`config.mk`:
```
export PLATFORM = sky130hd
export DESIGN_NAME = lxo_osc_ctrl
export DESIGN_NICKNAME = d
export VERILOG_FILES = /design/src/verilog/lxo_pkg.sv /design/src/verilog/lxo_osc_ctrl.sv
export SDC_FILE = /design/constraint.sdc
export NUM_CORES = 1
export LEC_CHECK = 0
export ABC_AREA = 1
export BUFFER_PORTS_ARGS = -buffer_cell sky130_fd_sc_hd__buf_2
export CAP_MARGIN = 20
export CORE_MARGIN = 2
export CORE_UTILIZATION = 45
export CTS_CLUSTER_SIZE = 24
export DETAILED_ROUTE_END_ITERATION = 6
export PLACE_DENSITY_LB_ADDON = 0.1
export SYNTH_ARGS = -nofsm -noshare
export SYNTH_HDL_FRONTEND = slang
export SYNTH_SLANG_ARGS = --single-unit
```
`constraint.sdc`:
```
create_clock -name clk_i -period 2.95 [get_ports clk_i]
set_clock_uncertainty 0.05 [all_clocks]
set_input_delay 0.59 -clock clk_i [delete_from_list [all_inputs] [get_ports clk_i]]
set_output_delay 0.59 -clock clk_i [all_outputs]
set_load 0.01 [all_outputs]
```
`src/verilog/lxo_pkg.sv`:
```
package lxo_pkg;

	// ----------------------------------------------------------------
	// register addresses (special function register space)
	// ----------------------------------------------------------------
	localparam logic [7:0] LXO_LF_CTRL_ADDR  = 8'h86;
	localparam logic [7:0] LXO_EXT_CTRL_ADDR = 8'hB1;

	// ----------------------------------------------------------------
	// field positions
	// ----------------------------------------------------------------
	localparam int LXO_LF_EN_BIT    = 7;
	localparam int LXO_LF_RDY_BIT   = 6;
	localparam int LXO_LF_TRIM_HI   = 5;
	localparam int LXO_LF_TRIM_LO   = 2;
	localparam int LXO_LF_DIV_HI    = 1;
	localparam int LXO_LF_DIV_LO    = 0;
	localparam int LXO_XT_VLD_BIT   = 7;
	localparam int LXO_XT_MODE_HI   = 6;
	localparam int LXO_XT_MODE_LO   = 4;
	localparam int LXO_XT_RANGE_HI  = 2;
	localparam int LXO_XT_RANGE_LO  = 0;

	// ----------------------------------------------------------------
	// reset values and divider half-count compare value
	// ----------------------------------------------------------------
	localparam logic [1:0] LXO_LF_DIV_RST   = 2'h0;
	localparam logic [2:0] LXO_XT_RANGE_RST = 3'h0;
	localparam logic [2:0] LXO_DIV8_HALF    = 3'h3;

	// ----------------------------------------------------------------
	// external oscillator modes
	// ----------------------------------------------------------------
	typedef enum logic [2:0] {
		LXO_MODE_OFF0    = 3'b000,
		LXO_MODE_OFF1    = 3'b001,
		LXO_MODE_CMOS    = 3'b010,
		LXO_MODE_CMOS_D2 = 3'b011,
		LXO_MODE_RC      = 3'b100,
		LXO_MODE_CAP     = 3'b101,
		LXO_MODE_XTAL    = 3'b110,
		LXO_MODE_XTAL_D2 = 3'b111
	} lxo_mode_type;

	// ----------------------------------------------------------------
	// nominal oscillator rate, for documentation of the analog side
	// ----------------------------------------------------------------
	localparam int LXO_LF_NOMINAL_KHZ = 80;

	typedef struct packed {
		logic       rd;
		logic       wr;
		logic [7:0] addr;
		logic [7:0] wdata;
	} lxo_sfr_req_type;

	typedef struct packed {
		logic       lf_en;
		logic [3:0] lf_trim;
		logic [1:0] lf_div;
	} lxo_lf_ctrl_type;

	typedef struct packed {
		logic         pin_a_used;
		logic         pin_b_used;
		lxo_mode_type mode;
		logic [2:0]   range;
	} lxo_ext_ctrl_type;

	typedef struct packed {
		logic             lf_en;
		logic [3:0]       lf_trim;
		logic [1:0]       lf_div;
		logic             trim_loaded;
		lxo_mode_type     mode;
		logic [2:0]       range;
		logic [1:0]       lf_rdy_sync;
		logic [1:0]       xt_vld_sync;
		logic [2:0]       ext_sync;
		logic             ext_prev;
		logic [2:0]       div8_cnt;
		logic             div8_clk;
		logic             div8_tick;
		logic [7:0]       rdata;
	} lxo_state_type;

endpackage
```
`src/verilog/lxo_osc_ctrl.sv`:
```
`timescale 1ns/100ps
// Functional notes
// - enable bit 7 of the low-frequency control starts and stops that oscillator
// - bit 6 is a read-only ready flag, 1 once frequency has settled
// - trim in bits 5..2, 0000b fastest, 1111b slowest
// - divider bits 1..0: 00 by 8, 01 by 4, 10 by 2, 11 by 1
// - external mode bits 6..4: 00x off, CMOS, CMOS/2, RC, C, crystal, crystal/2
// - external bit 7 crystal-valid, read-only, only set in crystal modes
// - drive range bits 2..0 steer the external circuit, meaning depends on mode
// - external bit 3 reserved, reads 0, writes ignored
// - capacitor mode: each range code is one K factor, 0.87 up to 1590
// - crystal mode uses both oscillator pins, other active modes only the second
// - external clock divided by eight, resynchronised to system clock, for timers
// - low-frequency oscillator runs at nominal 80 kHz before its divider
module lxo_osc_ctrl
	import lxo_pkg::*;
(
	input  wire logic                      clk_i,
	input  wire logic                      resetn_i,
	input  wire lxo_pkg::lxo_sfr_req_type  sfr_req_i,
	output logic     [7:0]                 sfr_rdata_o,
	input  wire logic [3:0]                factory_trim_i,
	input  wire logic                      lf_osc_stable_i,
	input  wire logic                      crystal_stable_i,
	input  wire logic                      ext_osc_clk_i,
	output lxo_pkg::lxo_lf_ctrl_type       lf_ctrl_o,
	output lxo_pkg::lxo_ext_ctrl_type      ext_ctrl_o,
	output logic                           ext_div8_clk_o,
	output logic                           ext_div8_tick_o
);
	import lxo_pkg::*;

	lxo_state_type st_r;
	lxo_state_type st_nxt;

	logic wr_lf;
	logic wr_xt;
	logic xt_mode;
	logic ext_rise;
	logic [7:0] rd_lf;
	logic [7:0] rd_xt;

	// ----------------------------------------------------------------
	// next state
	// ----------------------------------------------------------------
	always_comb begin
		st_nxt   = st_r;
		wr_lf    = sfr_req_i.wr && (sfr_req_i.addr == LXO_LF_CTRL_ADDR);
		wr_xt    = sfr_req_i.wr && (sfr_req_i.addr == LXO_EXT_CTRL_ADDR);
		xt_mode  = (st_r.mode == LXO_MODE_XTAL) || (st_r.mode == LXO_MODE_XTAL_D2);

		// trim is a strap, caught on the first edge after reset release
		if (!st_r.trim_loaded) begin
			st_nxt.lf_trim     = factory_trim_i;
			st_nxt.trim_loaded = 1'b1;
		end

		if (wr_lf) begin
			st_nxt.lf_en   = sfr_req_i.wdata[LXO_LF_EN_BIT];
			st_nxt.lf_trim = sfr_req_i.wdata[LXO_LF_TRIM_HI:LXO_LF_TRIM_LO];
			st_nxt.lf_div  = sfr_req_i.wdata[LXO_LF_DIV_HI:LXO_LF_DIV_LO];
		end
		if (wr_xt) begin
			// bit 3 and bit 7 are dropped on write
			st_nxt.mode  = lxo_mode_type'(sfr_req_i.wdata[LXO_XT_MODE_HI:LXO_XT_MODE_LO]);
			st_nxt.range = sfr_req_i.wdata[LXO_XT_RANGE_HI:LXO_XT_RANGE_LO];
		end

		// analog flags arrive asynchronously; two flops before any reader
		st_nxt.lf_rdy_sync = {st_r.lf_rdy_sync[0], lf_osc_stable_i && st_r.lf_en};
		st_nxt.xt_vld_sync = {st_r.xt_vld_sync[0], crystal_stable_i && xt_mode};

		// external clock: 3 sync flops (ext_sync), then edge detect against a fourth (ext_prev)
		st_nxt.ext_sync = {st_r.ext_sync[1:0], ext_osc_clk_i};
		ext_rise        = st_r.ext_sync[2] && !st_r.ext_prev;
		st_nxt.div8_tick = 1'b0;
		if (st_r.mode == LXO_MODE_OFF0 || st_r.mode == LXO_MODE_OFF1) begin
			st_nxt.div8_cnt = '0;
			st_nxt.div8_clk = 1'b0;
		end else if (ext_rise) begin
			// jitter is one system clock edge quantisation, i.e. +/-0.5 cycle
			st_nxt.div8_cnt = st_r.div8_cnt + 3'h1;
			if (st_r.div8_cnt == LXO_DIV8_HALF) begin
				st_nxt.div8_clk = 1'b1;
			end else if (st_r.div8_cnt == 3'h7) begin
				st_nxt.div8_clk  = 1'b0;
				st_nxt.div8_tick = 1'b1;
			end
		end
		st_nxt.ext_prev = st_r.ext_sync[2];

		rd_lf = {st_r.lf_en, st_r.lf_rdy_sync[1], st_r.lf_trim, st_r.lf_div};
		rd_xt = {st_r.xt_vld_sync[1] && xt_mode, st_r.mode, 1'b0, st_r.range};
		st_nxt.rdata = 8'h00;
		if (sfr_req_i.rd) begin
			case (sfr_req_i.addr)
				LXO_LF_CTRL_ADDR: begin
					st_nxt.rdata = rd_lf;
				end
				LXO_EXT_CTRL_ADDR: begin
					st_nxt.rdata = rd_xt;
				end
				default: begin
					st_nxt.rdata = 8'h00;
				end
			endcase
		end
	end

	// ----------------------------------------------------------------
	// state register
	// ----------------------------------------------------------------
	always_ff @(posedge clk_i or negedge resetn_i) begin
		if (!resetn_i) begin
			st_r        <= '0;
			st_r.lf_div <= LXO_LF_DIV_RST;
			st_r.range  <= LXO_XT_RANGE_RST;
		end else begin
			st_r <= st_nxt;
		end
	end

	// ----------------------------------------------------------------
	// outputs to the analog cores and peripherals
	// ----------------------------------------------------------------
	always_comb begin
		sfr_rdata_o          = st_r.rdata;
		lf_ctrl_o.lf_en      = st_r.lf_en;
		lf_ctrl_o.lf_trim    = st_r.lf_trim;
		lf_ctrl_o.lf_div     = st_r.lf_div;
		ext_ctrl_o.mode      = st_r.mode;
		ext_ctrl_o.range     = st_r.range;
		ext_ctrl_o.pin_a_used = st_r.mode[2] && st_r.mode[1];
		ext_ctrl_o.pin_b_used = st_r.mode[2] || st_r.mode[1];
		ext_div8_clk_o       = st_r.div8_clk;
		ext_div8_tick_o      = st_r.div8_tick;
	end

endmodule // lxo_osc_ctrl

```
==> results.sh, run 1 <==
export IMPL_drv_cap=0
export IMPL_period_minus_slack_ps=1660
export IMPL_fin_crit_sh_pct=56.3
export IMPL_reg2reg_slack_ps=1690
export IMPL_crit_type="reg2out"
export IMPL_yosys_area_share_simple_pct=26.5
export IMPL_crit_path_end_kind="primary output"
export IMPL_synth_seq_cells=35
export IMPL_setup_viol=0
export IMPL_yosysWarnings=0
export IMPL_post_cts_setup_buffers=0
export IMPL_synth_ff_type="dfrtp_1"
export IMPL_globalplace_congestion=0.793
export IMPL_final_setup_tns_ps=0
export IMPL_status="complete, no violations"
export IMPL_drtIter0Drc=67
export IMPL_finalWorstSetupSlack_ps=1290
export IMPL_utilization_pct=53.2
export IMPL_num_vias=1259
export IMPL_clock_sinks=35
export IMPL_cp_data_arrival_time_ps=1020
export IMPL_synth_fa_ha_area_share_pct=2.18
export IMPL_area_growth_pct=13.3
export IMPL_finalHoldViolations=0
export IMPL_syn_inst=191
export IMPL_irDropWorstVdd_v=0.000213
export IMPL_cts_max_path_buffers=2
export IMPL_slew_limit_headroom_pct=49.4
export IMPL_synth_compound_area_share_pct=3.42
export IMPL_synth_distinct_cells=24
export IMPL_firstDrtPassIters=4
export IMPL_syn_cell_area_um2=1720
export IMPL_p_leak_uw=0.00116
export IMPL_drive_gt1_share_pct=32.1
export IMPL_ioPinCount=52
export IMPL_cp_max_fo=5
export IMPL_drcViolationCount=0
export IMPL_drt_total_wl_mm=3.08
export IMPL_dp_slack_ps=1080
export IMPL_power_uw=969
export IMPL_routedWlPerCell_um=11.3
export IMPL_synth_area_leaders="dfrtp_1 (51%), nand2_1 (11%), buf_4 (9.2%)"
export IMPL_maxSlewViolCount=0
export IMPL_startpoint_type="flip-flop"
export IMPL_fmax_ghz=0.603
export IMPL_final_nets=253
export IMPL_netlist_area_leader_share_pct=50.9
export IMPL_hold_buffers=0
export IMPL_startpoint="ext_ctrl_o[4]$_DFFE_PN0P_"
export IMPL_grt_pass1_wl_mm=5.09
export IMPL_post_cts_resized=0
export IMPL_hp_class="reg2reg"
export IMPL_overflow=0
export IMPL_h_tree_depth=2
export IMPL_antenna_found_initial=0
export IMPL_yosys_cell_count_top_type="nand2_1"
export IMPL_root_buffer="clkbuf_8"
export IMPL_antenna_left=0
export IMPL_placed_cells=264
export IMPL_yosysSeqAreaShare_pct=50.9
export IMPL_antenna_cells=0
export IMPL_multi_input_area_um2=557
export IMPL_synth_top_family_by_area="simple AND/OR/NAND/NOR gates"
export IMPL_synth_avg_cell_area_um2=9.01
export IMPL_synth_mux_area_share_pct=0
export IMPL_syn_nets=221
export IMPL_grt_max_degree=36
export IMPL_rsz0062_at_grt="no"
export IMPL_dieArea_um2=4330
export IMPL_initial_core_util_pct=47.0
export IMPL_core_area_um2=3660
export IMPL_grt_pass1_vias=1153
export IMPL_synth_async_reset_ratio_pct=100
export IMPL_worstMarginPinSlew_ps=760
export IMPL_io_buffers=51
export IMPL_dieWidth_um=65.8
export IMPL_cts_buffers=5
export IMPL_clkSlewWorstSetupHoldPaths_ps=60
export IMPL_n_fill_cell=360
export IMPL_stdcell_count=272
export IMPL_synth_xor_area_share_pct=0
export IMPL_netlist_top_cells_count="nand2_1 (52), dfrtp_1 (35), inv_1 (23), buf_4 (21), nand4_1 (17)"
export IMPL_insertion_delay_ps=280
export IMPL_cts_tree="yes"
export IMPL_min_from="st_nxt[15]$_DFF_PN0_"
export IMPL_register_area_um2=876
export IMPL_dieHeight_um=65.8
export IMPL_row_count=22
export IMPL_grt_total_usage_pct=15.8
export IMPL_synth_largest_area_cell="dfrtp_1"
export IMPL_synth_edf_count=0
export IMPL_worstPathRequired_ps=2310
export IMPL_p_per_area_nw_per_um2=497
export IMPL_rr_startpoint="st_r[10]$_DFFE_PN0P_"
export IMPL_vias_per_cell=4.63
export IMPL_place_hpwl_mm=2.38
[metal layers]
layer / routed length (um) / vias up / GRT usage (%)
met5: 0 / - / 0
met3: 192 / 5 / 3.41
li1: - / 640 / -
met4: 61 / 0 / 8.59
met1: 1340 / 578 / 19.9
met2: 1480 / 36 / 25.4
[stage by stage]
step	hold slack, ps	instance area [um^2]
2_1_floorplan	244	1720
5_1_grt	312	1950
6_report	302	1950
4_1_cts	300	1950
3_5_place_dp	285	1850
3_3_place_gp	282	1850
[flip-flops by register name, indices dropped and copies added, names as in the netlist]
name             count
st_nxt               5
sfr_rdata_o          8
ext_ctrl_o           6
st_r                 6
ext_div8_clk_o       1
rd_lf                1
lf_ctrl_o            7
ext_div8_tick_o      1
[final cells by class]
class	instances	share of cell area, %
Timing Repair Buffer	51	13.1
Tap cell	48	3.08
Clock buffer	8	5.13
Multi-Input combinational cell	103	28.6
Inverter	27	5.20
Sequential cell	35	44.9
[worst paths after layout]
| path | end | cells past startpoint |
|---|---|---|
| hold reg to reg | st_nxt[16]$_DFF_PN0_ | 0 |
| hold / removal | st_nxt[16]$_DFF_PN0_ | 0 |
| setup / recovery | ext_ctrl_o[6] | 3 |
| setup reg to reg | st_r[12]$_DFFE_PN0P_ | 3 |
| min in group asynchronous | st_r[18]$_DFF_PN0_ | 1 |
| max in group asynchronous | st_nxt[16]$_DFF_PN0_ | 1 |
[cell usage in the layout, fill, tap and decap left out, drive strengths merged]
cell	netlist	final
ha	3	3
conb	1	1
nor2	9	9
o21ai	6	6
a21oi	2	2
buf	24	51
nor3	3	3
dfrtp	35	35
nand2	54	54
a211oi	1	1
clkbuf	2	8
nand3	7	7
nand4	17	17
inv	27	27
[worst max-delay path, stage by stage, from the launching register on]
cell     delay [ps]
dfrtp_1         430
inv_1            70
nand2_1          90
buf_2           150
[power by group]
group          internal, uW  switching, uW  total [uW]
clock                   213            156         369
sequential              496           12.6         509
combinational          33.7           57.2        91.0
total                   743            226         969
[cell families after synthesis]
kind of cell,count (synthesis)
buffers and inverters,53
other,1
and+or+nand+nor,90
adders and majority gates,3
AOI/OAI and AO/OA,9
DFF,35
Power figures use the tool's default switching activity.
==> run 2: changes to the inputs <==
==> constraint.sdc (replaced) <==
create_clock -name clk_i -period 1.35 [get_ports clk_i]
set_clock_uncertainty 0.05 [all_clocks]
set_input_delay 0.27 -clock clk_i [delete_from_list [all_inputs] [get_ports clk_i]]
set_output_delay 0.27 -clock clk_i [all_outputs]
set_load 0.01 [all_outputs]
==> results.sh, run 2 (same netlist as run 1, synthesis figures left out) <==
export IMPL_hp_class="in2reg"
export IMPL_period_minus_slack_ps=1300
export IMPL_crit_path_end_kind="primary output"
export IMPL_drive_gt1_share_pct=33.8
export IMPL_cts_tree="yes"
export IMPL_p_per_area_nw_per_um2=1020
export IMPL_slowest_delay_ps=410
export IMPL_vias_per_cell=4.76
export IMPL_antenna_left=0
export IMPL_maxSlewViolCount=0
export IMPL_status="complete, no violations"
export IMPL_cp_data_arrival_time_ps=980
export IMPL_reg2reg_slack_ps=120
export IMPL_dieHeight_um=65.8
export IMPL_num_vias=1327
export IMPL_min_from="ext_osc_clk_i"
export IMPL_grt_max_degree=36
export IMPL_globalplace_congestion=0.765
export IMPL_r2r_end="st_r[12]$_DFFE_PN0P_"
export IMPL_crit_buf_inv=2
export IMPL_grt_pass1_vias=1215
export IMPL_crit_path_cell_trace="inv_1 -> nand2_2 -> buf_2"
export IMPL_cts_buffers=5
export IMPL_irDropWorstVdd_v=0.000404
export IMPL_whs_path_depth=1
export IMPL_p_leak_uw=0.00119
export IMPL_setup_viol=0
export IMPL_initial_core_util_pct=47.0
export IMPL_dieWidth_um=65.8
export IMPL_routedWlPerCell_um=11.8
export IMPL_fin_crit_sh_pct=95.9
export IMPL_firstDrtPassIters=4
export IMPL_crit_family="flip-flops"
export IMPL_clock_sinks=35
export IMPL_grt_pass1_wl_mm=5.29
export IMPL_finalHoldViolations=0
export IMPL_drv_cap=0
export IMPL_fmax_ghz=0.772
export IMPL_rr_startpoint="st_r[10]$_DFFE_PN0P_"
export IMPL_clkSlewWorstSetupHoldPaths_ps=70
export IMPL_drt_total_wl_mm=3.30
export IMPL_row_count=22
export IMPL_root_buffer="clkbuf_8"
export IMPL_worstPathRequired_ps=1030
export IMPL_final_nets=260
export IMPL_startpoint_type="flip-flop"
export IMPL_antenna_cells=0
export IMPL_ioPinCount=52
export IMPL_antenna_found_initial=0
export IMPL_cp_slowest_cell="dfrtp_1"
export IMPL_power_uw=2030
export IMPL_drtIter0Drc=75
export IMPL_crit_type="reg2out"
export IMPL_reg2reg_depth=3
export IMPL_layout_cells_most_common_list="nand2_1 (51), buf_2 (51), dfrtp_1 (35)"
export IMPL_largest_reg_flops=8
export IMPL_cts_max_path_buffers=2
export IMPL_cp_max_fo=4
export IMPL_overflow=0
export IMPL_insertion_delay_ps=280
export IMPL_area_growth_pct=16.3
export IMPL_core_area_um2=3660
export IMPL_place_hpwl_mm=2.48
export IMPL_utilization_pct=54.6
export IMPL_min_to="st_nxt[15]$_DFF_PN0_"
export IMPL_grt_total_usage_pct=16.2
export IMPL_dieArea_um2=4330
export IMPL_cp_depth=3
export IMPL_final_setup_tns_ps=0
export IMPL_io_buffers=51
export IMPL_h_tree_depth=2
export IMPL_drcViolationCount=0
export IMPL_rsz0062_at_grt="no"
## run 2: cell count changes in the layout (fill, tap and decap cells not counted)
| cell | before | now |
|---|---|---|
| buf_12 | 0 | 1 |
| buf_4 | 0 | 5 |
| clkbuf_1 | 1 | 2 |
| clkbuf_8 | 7 | 5 |
| clkinv_2 | 0 | 1 |
| dlygate4sd3_1 | 0 | 1 |
| nand2_1 | 52 | 51 |
| nand2_2 | 2 | 3 |
## run 2: area by class of cell
type                            instances  area, um^2
Sequential cell                        35         876
Clock inverter                          1        5.00
Tap cell                               48        60.1
Clock buffer                            7        76.3
Inverter                               27         101
Fill cell                             366        1660
Timing Repair Buffer                   58         323
Multi-Input combinational cell        103         559
## run 2: power breakdown
group / switching, uW / internal (uW) / total [uW]
logic: 132 / 89.3 / 221
clock network: 338 / 361 / 700
registers: 27.4 / 1080 / 1110
## run 2: worst max path at each step
stage | start | to | slack [ps]
finish | ext_ctrl_o[5]$_DFFE_PN0P_ | ext_ctrl_o[6] | 50
global route | ext_ctrl_o[5]$_DFFE_PN0P_ | ext_ctrl_o[7] | 10
CTS | ext_ctrl_o[4]$_DFFE_PN0P_ | ext_ctrl_o[6] | 4
detailed placement | sfr_req_i[14] | lf_ctrl_o[1]$_DFFE_PN0P_ | 110
global placement | sfr_req_i[14] | lf_ctrl_o[0]$_DFFE_PN0P_ | 140
floorplan | st_r[10]$_DFFE_PN0P_ | st_r[12]$_DFFE_PN0P_ | 180
## run 2: metrics by stage
step | area [um^2] | hold slack (ps) | setup slack, ps | std cells
floorplan | 1720 | -75.6 | 176 | 191
global placement | 1890 | 193 | 137 | 268
detailed placement | 1890 | 191 | 113 | 268
CTS | 1990 | 41.5 | 3.84 | 278
global route | 2000 | 37.0 | 11.3 | 279
finish | 2000 | 48.9 | 54.9 | 279
## run 2: repair_timing
item	4_1_cts	5_1_grt
hold endpoints to repair	35	0
gates cloned	0	0
setup buffers	1	1
pin swaps	0	0
endpoints found under the setup margin	1	2
resized for setup	0	1
hold buffers	1	0
## run 2: routing by layer
metal	global-route usage [%]	share of wire, %
met1	20.2	42
met2	26.8	49
met3	3.75	7.2
met4	7.03	1.8
met5	0	0
